$ cat config.mk
export PLATFORM = sky130hd
export DESIGN_NAME = osc_mode_startup
export DESIGN_NICKNAME = d
export VERILOG_FILES = /design/src/osc_mode_pkg.sv /design/src/osc_mode_startup.sv
export SDC_FILE = /design/constraint.sdc
export NUM_CORES = 1
export LEC_CHECK = 0
export BUFFER_PORTS_ARGS = -buffer_cell sky130_fd_sc_hd__buf_2
export CAP_MARGIN = 20
export CORE_UTILIZATION = 61
export CTS_BUF_LIST = sky130_fd_sc_hd__clkbuf_4 sky130_fd_sc_hd__clkbuf_8 sky130_fd_sc_hd__clkbuf_16
export DETAILED_ROUTE_END_ITERATION = 8
export PLACE_DENSITY_LB_ADDON = 0.3
export SLEW_MARGIN = 20
export SYNTH_ARGS = -nofsm -noshare
export SYNTH_HDL_FRONTEND = slang
export SYNTH_SLANG_ARGS = --single-unit
$ cat constraint.sdc
create_clock -name sys_clk -period 5.5 [get_ports sys_clk]
set_input_delay 0.825 -clock sys_clk [delete_from_list [all_inputs] [get_ports sys_clk]]
set_output_delay 0.825 -clock sys_clk [all_outputs]
set_load 0.03 [all_outputs]
$ cat src/osc_mode_pkg.sv
// package: constants, types and register map of the oscillator mode
// and start-up block; assumes a 50 MHz system clock
package osc_mode_pkg;

  // ****************************************
  // clock rates
  // ****************************************
  localparam int unsigned SYS_CLK_HZ = 50_000_000;
  localparam int unsigned FAST_OSC_HZ = 8_000_000;
  localparam int unsigned SLOW_OSC_HZ = 31_000;
  localparam logic [15:0] FAST_INC =
    16'((64'(FAST_OSC_HZ) * 64'd65536) / 64'(SYS_CLK_HZ));
  localparam logic [15:0] SLOW_INC =
    16'((64'(SLOW_OSC_HZ) * 64'd65536) / 64'(SYS_CLK_HZ));
  localparam int TRIM_STEP = 40;

  // ****************************************
  // timing counts
  // ****************************************
  localparam int unsigned XTAL_START_COUNT = 1024;
  localparam int unsigned FAST_WARM_CYC = 100;
  localparam int unsigned SLOW_WARM_CYC = 200;
  localparam int unsigned TRIM_SLEW_CYC = 64;

  // ****************************************
  // register map
  // ****************************************
  localparam int ADDR_W = 2;
  localparam int DATA_W = 8;
  localparam logic [ADDR_W-1:0] CLOCK_CONTROL_REG_ADDR = 2'h0;
  localparam logic [ADDR_W-1:0] FAST_OSC_TRIM_ADDR = 2'h1;
  localparam int FREQ_SEL_LSB = 4;
  localparam int STARTUP_STAT_BIT = 3;
  localparam int FAST_STABLE_BIT = 2;
  localparam int SLOW_STABLE_BIT = 1;
  localparam int SCS_BIT = 0;
  localparam logic [2:0] FREQ_SEL_RST = 3'h6;
  localparam logic SCS_RST = 1'b0;
  localparam logic [4:0] TRIM_RST = 5'h00;
  localparam logic [2:0] FREQ_SEL_SLOW = 3'h0;
  localparam logic [2:0] FREQ_SEL_MAX = 3'h7;

  // ****************************************
  // types
  // ****************************************
  typedef enum logic [2:0] {
    low_gain_crystal_mode,
    medium_gain_crystal_mode,
    high_gain_crystal_mode,
    external_logic_clock_mode,
    resistor_capacitor_mode,
    resistor_capacitor_pin_mode,
    internal_clock_out_mode,
    internal_clock_pin_mode
  } osc_mode_e;

  typedef enum logic [1:0] {gain_off, gain_low, gain_medium, gain_high} amp_gain_e;

  typedef enum {st_power_up_delay_timer_wait, st_xtal_count, st_run} startup_e;

  typedef struct packed {
    logic [ADDR_W-1:0] addr;
    logic [DATA_W-1:0] wdata;
    logic wr;
    logic rd;
  } reg_req_s;

  typedef struct packed {
    logic clock_in_function_gpio;
    logic quarter_clock_output_gpio;
    logic quarter_clock_output_oe;
    logic quarter_clock_output;
  } pin_ctl_s;

endpackage

$ cat src/osc_mode_startup.sv
// oscillator mode decode, crystal start-up count, internal oscillator
// models with trim and postscaler, quarter clock output, registers
// assumes: config bits static, power_up_delay_timer_expired and wake_req are
// one-cycle pulses on sys_clk, clock_input_pin is asynchronous
// Summary of operation
// - crystal modes wait 1024 input-pin oscillations before releasing the clock
// - start-up count runs after power-on, after delay timer expiry, and on wake
// - core is held while the start-up count runs
// - external logic-clock mode skips the start-up count entirely
// - external logic clock feeds system clock; output pin becomes I/O
// - logic is static: stopped input clock freezes state, restart resumes
// - crystal modes decode to low, medium or high amplifier gain
// - RC mode drives the output pin with oscillator divided by four
// - RC pin mode keeps RC on input pin; output pin is I/O
// - internal clock-out mode frees input pin, outputs internal clock over four
// - internal pin mode frees both clock pins as I/O
// - both internal modes make internal oscillators the clock source
// - two internal oscillators: fast 8 MHz calibrated, slow 31 kHz
// - source select bit picks external or internal clock
// - fast oscillator postscaler offers seven selectable frequencies
// - fast oscillator runs if select nonzero and source bit, two-speed or an internal mode set
// - a status bit reports fast oscillator stable
// - trim is 5-bit two's complement, resets to zero
// - after trim write frequency drifts; no completion indication
// - trim never affects the slow oscillator
// - select 7..1 is 8 MHz halving to 125 kHz, 0 slow; default 6
// - any reset clears the source select bit
`timescale 1ns/1ps
module osc_mode_startup
  import osc_mode_pkg::*;
#(
  parameter int unsigned XTAL_COUNT = XTAL_START_COUNT,
  parameter int unsigned FAST_WARM = FAST_WARM_CYC,
  parameter int unsigned SLOW_WARM = SLOW_WARM_CYC,
  parameter int unsigned TRIM_SLEW = TRIM_SLEW_CYC
) (
  input wire logic sys_clk,
  input wire logic rstn,
  input wire logic [2:0] osc_mode_cfg,
  input wire logic two_speed_startup_enable,
  input wire logic power_up_delay_timer_enable,
  input wire logic watchdog_enable,
  input wire logic fail_safe_enable,
  input wire logic power_up_delay_timer_expired,
  input wire logic wake_req,
  input wire logic clock_input_pin,
  input wire reg_req_s reg_req,
  output logic [DATA_W-1:0] rd_data_q,
  output logic sys_clk_en_q,
  output logic core_hold_q,
  output amp_gain_e amp_gain_q,
  output pin_ctl_s pin_ctl_q,
  output logic fast_osc_run_q,
  output logic slow_osc_run_q
);

  if (XTAL_COUNT < 2 || XTAL_COUNT > 65535 || FAST_WARM < 1 || SLOW_WARM < 1
      || TRIM_SLEW < 1 || TRIM_SLEW > 65535) begin : g_chk
    $error("osc_mode_startup: unsupported parameter value");
  end

  osc_mode_e mode;
  assign mode = osc_mode_e'(osc_mode_cfg);

  function automatic logic is_xtal(input osc_mode_e m);
    return m == low_gain_crystal_mode || m == medium_gain_crystal_mode
        || m == high_gain_crystal_mode;
  endfunction

  function automatic logic is_internal(input osc_mode_e m);
    return m == internal_clock_out_mode || m == internal_clock_pin_mode;
  endfunction

  function automatic logic [6:0] post_mask(input logic [2:0] sel);
    return 7'((8'h01 << (3'h7 - sel)) - 8'h01);
  endfunction

  function automatic logic [15:0] fast_inc(input logic signed [4:0] t);
    return 16'(int'(FAST_INC) + int'(t) * TRIM_STEP);
  endfunction

  // ****************************************
  // input pin synchroniser
  // ****************************************
  logic [2:0] pin_sync_q;
  logic pin_level_q, pin_level_d, pin_rise;

  always_comb begin
    pin_level_d = pin_level_q;
    if (pin_sync_q[1] == pin_sync_q[2]) begin
      pin_level_d = pin_sync_q[2];
    end
  end

  always_ff @(posedge sys_clk or negedge rstn) begin
    if (!rstn) begin
      pin_sync_q <= 3'h0;
      pin_level_q <= 1'b0;
    end else begin
      pin_sync_q <= {pin_sync_q[1:0], clock_input_pin};
      pin_level_q <= pin_level_d;
    end
  end

  assign pin_rise = pin_level_d && !pin_level_q;

  // ****************************************
  // registers
  // ****************************************
  logic [2:0] freq_sel_q, freq_sel_d;
  logic scs_q, scs_d;
  logic [4:0] trim_q, trim_d;
  logic [DATA_W-1:0] rd_data_d;
  logic fast_stable, slow_stable, ext_running;
  startup_e st_q, st_d;

  always_comb begin
    freq_sel_d = freq_sel_q;
    scs_d = scs_q;
    trim_d = trim_q;
    rd_data_d = '0;
    if (reg_req.wr && reg_req.addr == CLOCK_CONTROL_REG_ADDR) begin
      freq_sel_d = reg_req.wdata[FREQ_SEL_LSB +: 3];
      scs_d = reg_req.wdata[SCS_BIT];
    end
    if (reg_req.wr && reg_req.addr == FAST_OSC_TRIM_ADDR) begin
      trim_d = reg_req.wdata[4:0];
    end
    if (reg_req.rd) begin
      case (reg_req.addr)
        CLOCK_CONTROL_REG_ADDR: begin
          rd_data_d[FREQ_SEL_LSB +: 3] = freq_sel_q;
          rd_data_d[STARTUP_STAT_BIT] = ext_running;
          rd_data_d[FAST_STABLE_BIT] = fast_stable;
          rd_data_d[SLOW_STABLE_BIT] = slow_stable;
          rd_data_d[SCS_BIT] = scs_q;
        end
        FAST_OSC_TRIM_ADDR: rd_data_d[4:0] = trim_q;
        default: rd_data_d = '0;
      endcase
    end
  end

  always_ff @(posedge sys_clk or negedge rstn) begin
    if (!rstn) begin
      freq_sel_q <= FREQ_SEL_RST;
      scs_q <= SCS_RST;
      trim_q <= TRIM_RST;
      rd_data_q <= '0;
    end else begin
      freq_sel_q <= freq_sel_d;
      scs_q <= scs_d;
      trim_q <= trim_d;
      rd_data_q <= rd_data_d;
    end
  end

  // ****************************************
  // crystal start-up sequence
  // ****************************************
  logic [15:0] xtal_cnt_q, xtal_cnt_d;
  logic start_evt;

  always_comb begin
    st_d = st_q;
    xtal_cnt_d = xtal_cnt_q;
    start_evt = 1'b0;
    case (st_q)
      st_power_up_delay_timer_wait: start_evt = !power_up_delay_timer_enable || power_up_delay_timer_expired;
      st_xtal_count: begin
        if (pin_rise) begin
          xtal_cnt_d = xtal_cnt_q + 16'h0001;
          if (xtal_cnt_q == 16'(XTAL_COUNT - 1)) begin
            st_d = st_run;
          end
        end
      end
      st_run: start_evt = wake_req;
      default: st_d = st_power_up_delay_timer_wait;
    endcase
    if (start_evt) begin
      st_d = is_xtal(mode) ? st_xtal_count : st_run;
      xtal_cnt_d = 16'h0000;
    end
  end

  always_ff @(posedge sys_clk or negedge rstn) begin
    if (!rstn) begin
      st_q <= st_power_up_delay_timer_wait;
      xtal_cnt_q <= 16'h0000;
    end else begin
      st_q <= st_d;
      xtal_cnt_q <= xtal_cnt_d;
    end
  end

  // ****************************************
  // internal oscillators
  // ****************************************
  logic [4:0] trim_eff_q, trim_eff_d;
  logic [15:0] slew_cnt_q, slew_cnt_d;
  logic [15:0] fast_acc_q, fast_acc_d, slow_acc_q, slow_acc_d;
  logic [6:0] post_q, post_d;
  logic [15:0] fast_warm_q, fast_warm_d, slow_warm_q, slow_warm_d;
  logic fast_run, slow_run, fast_tick, slow_tick, int_tick;
  logic [16:0] fast_sum, slow_sum;

  assign fast_run = freq_sel_q != FREQ_SEL_SLOW && (scs_q || two_speed_startup_enable
                    || is_internal(mode));
  assign slow_run = (freq_sel_q == FREQ_SEL_SLOW && (scs_q || two_speed_startup_enable
                    || is_internal(mode))) || power_up_delay_timer_enable || watchdog_enable
                    || fail_safe_enable;
  assign fast_stable = fast_warm_q == 16'(FAST_WARM);
  assign slow_stable = slow_warm_q == 16'(SLOW_WARM);

  always_comb begin
    trim_eff_d = trim_eff_q;
    slew_cnt_d = slew_cnt_q + 16'h0001;
    // trim drifts one step per slew period
    if (slew_cnt_q == 16'(TRIM_SLEW - 1)) begin
      slew_cnt_d = 16'h0000;
      if ($signed(trim_eff_q) < $signed(trim_q)) begin
        trim_eff_d = trim_eff_q + 5'h01;
      end else if ($signed(trim_eff_q) > $signed(trim_q)) begin
        trim_eff_d = trim_eff_q - 5'h01;
      end
    end
    fast_sum = {1'b0, fast_acc_q} + {1'b0, fast_inc($signed(trim_eff_q))};
    slow_sum = {1'b0, slow_acc_q} + {1'b0, SLOW_INC};
    fast_acc_d = fast_run ? fast_sum[15:0] : fast_acc_q;
    slow_acc_d = slow_run ? slow_sum[15:0] : slow_acc_q;
    fast_tick = fast_run && fast_stable && fast_sum[16];
    slow_tick = slow_run && slow_stable && slow_sum[16];
    post_d = fast_tick ? post_q + 7'h01 : post_q;
    fast_warm_d = !fast_run ? 16'h0000 : (fast_stable ? fast_warm_q : fast_warm_q + 16'h0001);
    slow_warm_d = !slow_run ? 16'h0000 : (slow_stable ? slow_warm_q : slow_warm_q + 16'h0001);
    if (freq_sel_q == FREQ_SEL_SLOW) begin
      int_tick = slow_tick;
    end else begin
      int_tick = fast_tick && ((post_q & post_mask(freq_sel_q)) == post_mask(freq_sel_q));
    end
  end

  always_ff @(posedge sys_clk or negedge rstn) begin
    if (!rstn) begin
      trim_eff_q <= TRIM_RST;
      slew_cnt_q <= 16'h0000;
      fast_acc_q <= 16'h0000;
      slow_acc_q <= 16'h0000;
      post_q <= 7'h00;
      fast_warm_q <= 16'h0000;
      slow_warm_q <= 16'h0000;
    end else begin
      trim_eff_q <= trim_eff_d;
      slew_cnt_q <= slew_cnt_d;
      fast_acc_q <= fast_acc_d;
      slow_acc_q <= slow_acc_d;
      post_q <= post_d;
      fast_warm_q <= fast_warm_d;
      slow_warm_q <= slow_warm_d;
    end
  end

  // ****************************************
  // clock selection and pin control
  // ****************************************
  logic use_int, src_tick, div_q, div_d;
  logic sys_clk_en_d, core_hold_d;
  amp_gain_e amp_gain_d;
  pin_ctl_s pin_ctl_d;

  assign use_int = scs_q || is_internal(mode);
  assign ext_running = !use_int && st_q == st_run;

  always_comb begin
    // selected source edges only: internal tick or input-pin rise; no edge, no progress
    src_tick = use_int ? int_tick : pin_rise;
    core_hold_d = st_d != st_run;
    sys_clk_en_d = src_tick && !core_hold_d;
    div_d = div_q;
    pin_ctl_d = pin_ctl_q;
    pin_ctl_d.clock_in_function_gpio = 1'b0;
    pin_ctl_d.quarter_clock_output_gpio = 1'b0;
    pin_ctl_d.quarter_clock_output_oe = 1'b0;
    amp_gain_d = gain_off;
    case (mode)
      low_gain_crystal_mode: amp_gain_d = gain_low;
      medium_gain_crystal_mode: amp_gain_d = gain_medium;
      high_gain_crystal_mode: amp_gain_d = gain_high;
      external_logic_clock_mode: pin_ctl_d.quarter_clock_output_gpio = 1'b1;
      resistor_capacitor_mode: pin_ctl_d.quarter_clock_output_oe = 1'b1;
      resistor_capacitor_pin_mode: pin_ctl_d.quarter_clock_output_gpio = 1'b1;
      internal_clock_out_mode: begin
        pin_ctl_d.clock_in_function_gpio = 1'b1;
        pin_ctl_d.quarter_clock_output_oe = 1'b1;
      end
      internal_clock_pin_mode: begin
        pin_ctl_d.clock_in_function_gpio = 1'b1;
        pin_ctl_d.quarter_clock_output_gpio = 1'b1;
      end
      default: amp_gain_d = gain_off;
    endcase
    // two source edges per half period gives fosc/4
    if (pin_ctl_d.quarter_clock_output_oe && src_tick) begin
      div_d = !div_q;
      if (div_q) begin
        pin_ctl_d.quarter_clock_output = !pin_ctl_q.quarter_clock_output;
      end
    end
    if (!pin_ctl_d.quarter_clock_output_oe) begin
      pin_ctl_d.quarter_clock_output = 1'b0;
    end
  end

  always_ff @(posedge sys_clk or negedge rstn) begin
    if (!rstn) begin
      div_q <= 1'b0;
      sys_clk_en_q <= 1'b0;
      core_hold_q <= 1'b1;
      amp_gain_q <= gain_off;
      pin_ctl_q <= '0;
      fast_osc_run_q <= 1'b0;
      slow_osc_run_q <= 1'b0;
    end else begin
      div_q <= div_d;
      sys_clk_en_q <= sys_clk_en_d;
      core_hold_q <= core_hold_d;
      amp_gain_q <= amp_gain_d;
      pin_ctl_q <= pin_ctl_d;
      fast_osc_run_q <= fast_run;
      slow_osc_run_q <= slow_run;
    end
  end
endmodule

; ---- Word level (Yosys, flattened, before mapping)
; Cells that the tools add are included.
[word_totals]
mem_bits_ro = 0
latch_bits = 0
ff_bits = 172
mem_bits_rw = 0
mem_count = 0
out_inout_bits = 18
wordCells = 137
[op_classes]
magnitude_cmp = 2
n_div = 0
n_addsub = 12
n_reduce_logical = 44
n_eq_ne = 22
bitwise = 1
n_shift = 1
mul = 1
n_mux = 29
[op_table]
columns = operator, count
row1 = 16-bit two-way mux, 8
row2 = 32-bit two-way mux, 3
row3 = 16-bit by 1-bit adder with 16-bit output (second input constant), 4
row4 = 32-bit case mux with 2 select lines, 1
row5 = 32-bit by 1-bit == test with 1-bit output (second input constant), 1
row6 = 32-bit by 2-bit == test with 1-bit output (second input constant), 1
row7 = 32-bit by 3-bit == test with 1-bit output (second input constant), 1
row8 = 32-bit logical NOT, 1
row9 = 32-bit by 3-bit inequality test with 1-bit output (second input constant), 1
row10 = 16-bit by 16-bit adder with 17-bit output, 1
row11 = 16-bit by 6-bit adder with 17-bit output (second input constant), 1
row12 = 15-bit by 12-bit adder with 16-bit output (first input constant), 1
row13 = 16-bit by 10-bit == test with 1-bit output (second input constant), 1
row14 = 16-bit by 6-bit == test with 1-bit output (second input constant), 1
row15 = 16-bit by 7-bit == test with 1-bit output (second input constant), 1
row16 = 16-bit by 8-bit == test with 1-bit output (second input constant), 1
row17 = 1-bit logical AND, 13
row18 = 3-bit == test (second input constant), 4
row19 = 1-bit logical OR, 10
row20 = 5-bit two-way mux, 2
row21 = 5-bit case mux with 2 select lines, 1
row22 = 5-bit by 4-bit multiplier with 9-bit output (second input constant), 1
row23 = 1-bit two-way mux, 9
row24 = 7-bit by 1-bit adder with 7-bit output (second input constant), 1
row25 = other kinds (27), 43

; ---- Longest topological paths before layout
[logic_depth]
depth_word = 14
depth_mapped = 17
depth_no_buf = 17

; ---- Worst setup path after synthesis
; Ideal clock, no wire load.
[synth_timing]
path_kind = register -> register
from = reg trim_eff_q[1]
to = reg div_q
stages_incl_launch_ff = 16
n_path_buf = 0
path_slack_ns = 1.689
synth_period_minus_slack_ns = 3.811
arrival_time_ns = 3.689
path_cell_list = dfrtp_1 > ha_1 > ha_1 > inv_1 > fa_1 > nand2_1 > nor2_1 > o41ai_1 > xnor2_1 > ha_1 > nand2_1 > or3_1 > and3_4 > a2111oi_2 > o21ai_1 > xnor2_1
[synth_between]
elab_chain_len = 8
[synth_lines]
columns = item, line
row1 = from (decl), osc_mode_startup.sv:200  ; logic [4:0] trim_eff_q, trim_eff_d;
row2 = from (signal assigned), osc_mode_startup.sv:254  ; trim_eff_q <= trim_eff_d;
row3 = 5-bit by 4-bit multiplier with 9-bit output, osc_mode_startup.sv:79  ; return 16'(int'(FAST_INC) + int'(t) * TRIM_STEP);
row4 = 15-bit by 12-bit adder with 16-bit output, osc_mode_startup.sv:79
row5 = 16-bit by 16-bit adder with 17-bit output, osc_mode_startup.sv:228  ; fast_sum = {1'b0, fast_acc_q} + {1'b0, fast_inc($signed(trim_eff_q))};
row6 = 1-bit logical AND, osc_mode_startup.sv:232  ; fast_tick = fast_run && fast_stable && fast_sum[16];
row7 = 1-bit logical AND, osc_mode_startup.sv:240  ; int_tick = fast_tick && ((post_q & post_mask(freq_sel_q)) == post_mask(freq_sel_q));
row8 = 1-bit two-way mux, osc_mode_startup.sv:237  ; if (freq_sel_q == FREQ_SEL_SLOW) begin
row9 = 1-bit two-way mux, osc_mode_startup.sv:277  ; src_tick = use_int ? int_tick : pin_rise;
row10 = 1-bit logical AND, osc_mode_startup.sv:304  ; if (pin_ctl_d.quarter_clock_output_oe && src_tick) begin
row11 = to (signal assigned), osc_mode_startup.sv:325  ; div_q <= div_d;
row12 = to (decl), osc_mode_startup.sv:267  ; logic use_int, src_tick, div_q, div_d;
; No other way between the ends.
; A chain may end at the register's enable or synchronous reset.

; ---- Worst setup path in the final report
[layout_timing]
from = reg trim_eff_q[1]
to = reg pin_ctl_q[0] (netlist bit)
[layout_between]
elab_chain_len = 10
[layout_lines]
columns = item, line
row1 = 5-bit by 4-bit multiplier with 9-bit output, osc_mode_startup.sv:79
row2 = 15-bit by 12-bit adder with 16-bit output, osc_mode_startup.sv:79
row3 = 16-bit by 16-bit adder with 17-bit output, osc_mode_startup.sv:228
row4 = 1-bit logical AND, osc_mode_startup.sv:232
row5 = 1-bit logical AND, osc_mode_startup.sv:240
row6 = 1-bit two-way mux, osc_mode_startup.sv:237
row7 = 1-bit two-way mux, osc_mode_startup.sv:277
row8 = 1-bit logical AND, osc_mode_startup.sv:304
row9 = 2-bit by 1-bit inequality test with 1-bit output (no line), --
row10 = 2-bit AND reduction (no line), --
row11 = to (signal assigned), osc_mode_startup.sv:329  ; pin_ctl_q <= pin_ctl_d;
row12 = to (decl), osc_mode_startup.sv:52  ; output pin_ctl_s pin_ctl_q,
; No other way between the ends.

==> impl_results.md <==
* Endpoint class of the critical path: flop
* Post-Synth XOR/XNOR Area at 9.70%
* Post-synthesis to final-layout area growth at 12.7%
* Max Cap Violations at 0
* Worst Path Max Fanout at 6
* Fin Setup TNS at 0 ns
* Area leader, netlist: dfrtp_1
* Crit start category: flop
* Vias per cell at 5.69
* Total placed instance area at 8680 um2
* Final instance area at 9260 um2
* FF+latch count, synth at around 170
* Peak supply drop at 289 uV
* Post-CTS Setup Repair Bufs at 0
* CTS Buf Count at 17
* Share of layout cells above drive strength 1 at between 10% and 20%
* Die height at 118 um
* Post-CTS Resized at 0
* Clock latency on the worst-skew pair at 0.42 ns
* PwrDens at 379 nW/um2
* CTS sink count at 168
* Post-Synthesis Cells at ~770
* Synth warnings at 0
* Initial antenna violation count at 0
* Total number of vias at 5871
* Synth cell types at 67
* Clock-pin slew on the worst setup and hold paths at 0.07 ns
* Relative slew margins at 36.2%
* Max Clock Freq at 0.228 GHz
* GRT overflow at 0
* GRT Overall Usage at 24.4%
* Status: finished, final reports clean
* Slew Limit Fails at 0
* Dpl hpwl at ~11000 um
* Worst slew pin tran at approximately 0.96 ns
* Antenna-violating nets left at 0
* Worst Path Required at approximately 5.8 ns
* Placed Cells at 1001
* DRT Pass-1 Iters at 7
* Final std cells w/o fill at 1032
* Final hold slack at 0.364 ns
* Worst r2r dst: pin_ctl_q[0]$_DFFE_PN0P_
* Mean post-synth cell area at 10.6 um2
* Initial Util at 62.3%
* Clk buf depth at 2
* Final Cycle Share at approximately 80%
* Sequential area share after synthesis at 51.2%
* Synth top area cells: dfrtp_1 50%, ha_1 5.5%, xnor2_1 5.0%
* Critical path type: flop to flop
* Net Sw Frac at 31.9%
* Part of the power in registers at 44.2%
* Comb pwr share at 22.4%
* Hold_sp: pin_sync_q[0]$_DFF_PN0_
* DR DRC count at 0
* Final nets at 906
* I/O Pins at 42
* Internal Pwr Total at 2.39 mW
* Setup Viol. Count Final at 0
* Die area at 13900 um2
* N_diodes at 0
* Multi-input logic area at 3930 um2
* Clock tree root buffer cell: clkbuf_16
* Most common flop cell mapped by yosys: dfrtp_1
* Pin count of the biggest net entering global routing at 124
* Leak at 4.18 nW
* FF-to-FF path depth at 15
* GP Congestion at 0.860
* Mux contribution to synthesized area at about 2.7%
* Die width at 118 um
* Wirelength per Cell at 15.3 um
* HP Class: flop to flop
* Async SR Flop Fraction at 100%
* Synth Area in Compound Gates at 8.13%
* Core area at 13200 um2
* P_sw at around 1.1 mW
* Number of global-route vias before repair at between 5000 and 6000
* End of the worst hold path: pin_sync_q[1]$_DFF_PN0_
* Simple-Gate Fraction of Synth Area at 19.7%
* Initial DRC Count at 444
* Post-Route WL at ~16000 um
* Most common cell after layout, fill and taps aside: dfrtp_1
* Commonest cells after routing, fill and taps aside: 165 x dfrtp_1, 77 x nor2_1, 54 x nand2_1
* Number of synthesized flops with an enable pin at 0
* Sequential cell area at 4210 um2
* WP data arrival at 4.71 ns
* # rows at 42
* H-tree levels at 4
* Largest family of logic cells by synthesized area: simple AND/OR/NAND/NOR gates
* RSZ-0062 raised after global routing: no
* Period minus WS final at 4.38 ns
* PortBufs at 39
* Post-Synth Adder-Cell Area at under 10%
* Fin util at 70.2%
* CTS tree: yes
* Fill cells at just under 1000
* Worst Skew at approximately 0.0088 ns
* Worst R2R Start: trim_eff_q[1]$_DFFE_PN0P_
* First-pass GRT wire length at between 20000 and 30000 um
* Synth top area share at 50.3%
* Cts hold-fix bufs at 0
* Synthesized area at 8210 um2
* Reg2Reg Setup Slack at 1.12 ns
* Clock Power Share at 33.4%
* Hold path depth at 0
* Fin. Hold Viols at 0
==> kinds of logic (layout without fill, tap and decap cells) <==
group	Yosys count	count (layout)
DFF	168	168
and+or+nand+nor	299	299
muxes	20	20
xor gates and xnor gates	91	91
adders and majority gates	40	40
buffers and inverters	48	99
other	1	32
AOI/OAI and AO/OA	107	107
==> critical path: stages, from the launching register on <==
cell,delay (ns)
dfrtp_1,0.45
ha_1,0.33
ha_1,0.22
inv_1,0.07
fa_1,0.45
nand2_1,0.09
nor2_1,0.06
o41ai_1,0.47
xnor2_1,0.12
ha_1,0.39
nand2_1,0.09
or3_1,0.40
and3_4,0.20
a2111oi_2,0.55
o21ai_1,0.15
mux2i_1,0.23
==> how the worst max path moves through the flow <==
stage                              startpoint                        to  cells after the start  slack, ns
global placement    trim_eff_q[1]$_DFFE_PN0P_  pin_ctl_q[0]$_DFFE_PN0P_                     15       1.34
global route        trim_eff_q[1]$_DFFE_PN0P_  pin_ctl_q[0]$_DFFE_PN0P_                     15       0.93
CTS                 trim_eff_q[1]$_DFFE_PN0P_  pin_ctl_q[0]$_DFFE_PN0P_                     15       1.13
floorplan           trim_eff_q[1]$_DFFE_PN0P_         div_q$_DFFE_PN0P_                     15       1.69
detailed placement  trim_eff_q[1]$_DFFE_PN0P_         div_q$_DFFE_PN0P_                     15       1.21
finish              trim_eff_q[1]$_DFFE_PN0P_  pin_ctl_q[0]$_DFFE_PN0P_                     15       1.12
==> metrics by stage <==
stage / power [mW] / worst slack (ns)
CTS: 3.53 / 1.13
finish: 3.51 / 1.12
detailed placement: 2.35 / 1.21
global placement: 2.29 / 1.34
floorplan: 2.14 / 1.69
global route: 3.70 / 0.930
==> state kept, by name, indices dropped and copies added (netlist names), 4 cells and up <==
name and flops:
fast_acc_q 16, trim_q 5, slow_warm_q 16, st_q 32
slew_cnt_q 16, xtal_cnt_q 16, post_q 7, fast_warm_q 16
pin_ctl_q 4, trim_eff_q 5, slow_acc_q 13, rd_data_q 7
==> metal layers <==
layer  part of all wire (%)  track usage (%)  vias to the layer above
met4                    2.1             9.62                        0
met3                    4.0             5.33                       29
met2                     51             41.0                      147
met1                     43             30.7                     2886
met5                      0                0                        -
li1                       -                -                     2809
==> power groups by stage <==
stage	Sequential (mW)	Combinational, mW	Clock, mW
after floorplan	1.54	0.607	0
after global routing	1.57	0.884	1.25
after CTS	1.55	0.785	1.20
after detailed placement	1.57	0.778	0
after global placement	1.56	0.732	0
final	1.55	0.786	1.17
==> cells in the mapped netlist, drive strengths merged, types with 2 or more instances <==
cell type,n
dfrtp,165
nor2,77
nand2,54
xnor2,47
xor2,44
a21oi,37
ha,36
nand3,35
o21ai,31
inv,27
and3,21
nand4,18
clkbuf,14
mux2,14
nor4,14
or3,14
nor2b,11
nor3,10
a21o,8
and2,8
and4,8
a31oi,7
buf,7
mux2i,6
nand2b,6
or2,5
a2111oi,4
a211oi,4
nor3b,4
o21a,4
and4b,3
dfstp,3
nand3b,3
nor4b,3
fa,2
maj3,2
nand4b,2
o41ai,2
or4,2
==> area by class of cell <==
cell class	count	area share, %
clock buffers	18	4.68
flip-flops and latches	168	45.4
repair buffers	41	2.36
inverters	27	1.09
multi-input cells	589	42.5
well taps	176	2.38
clock inverters	13	1.57
No activity file was read; power rests on OpenSTA's default activity.
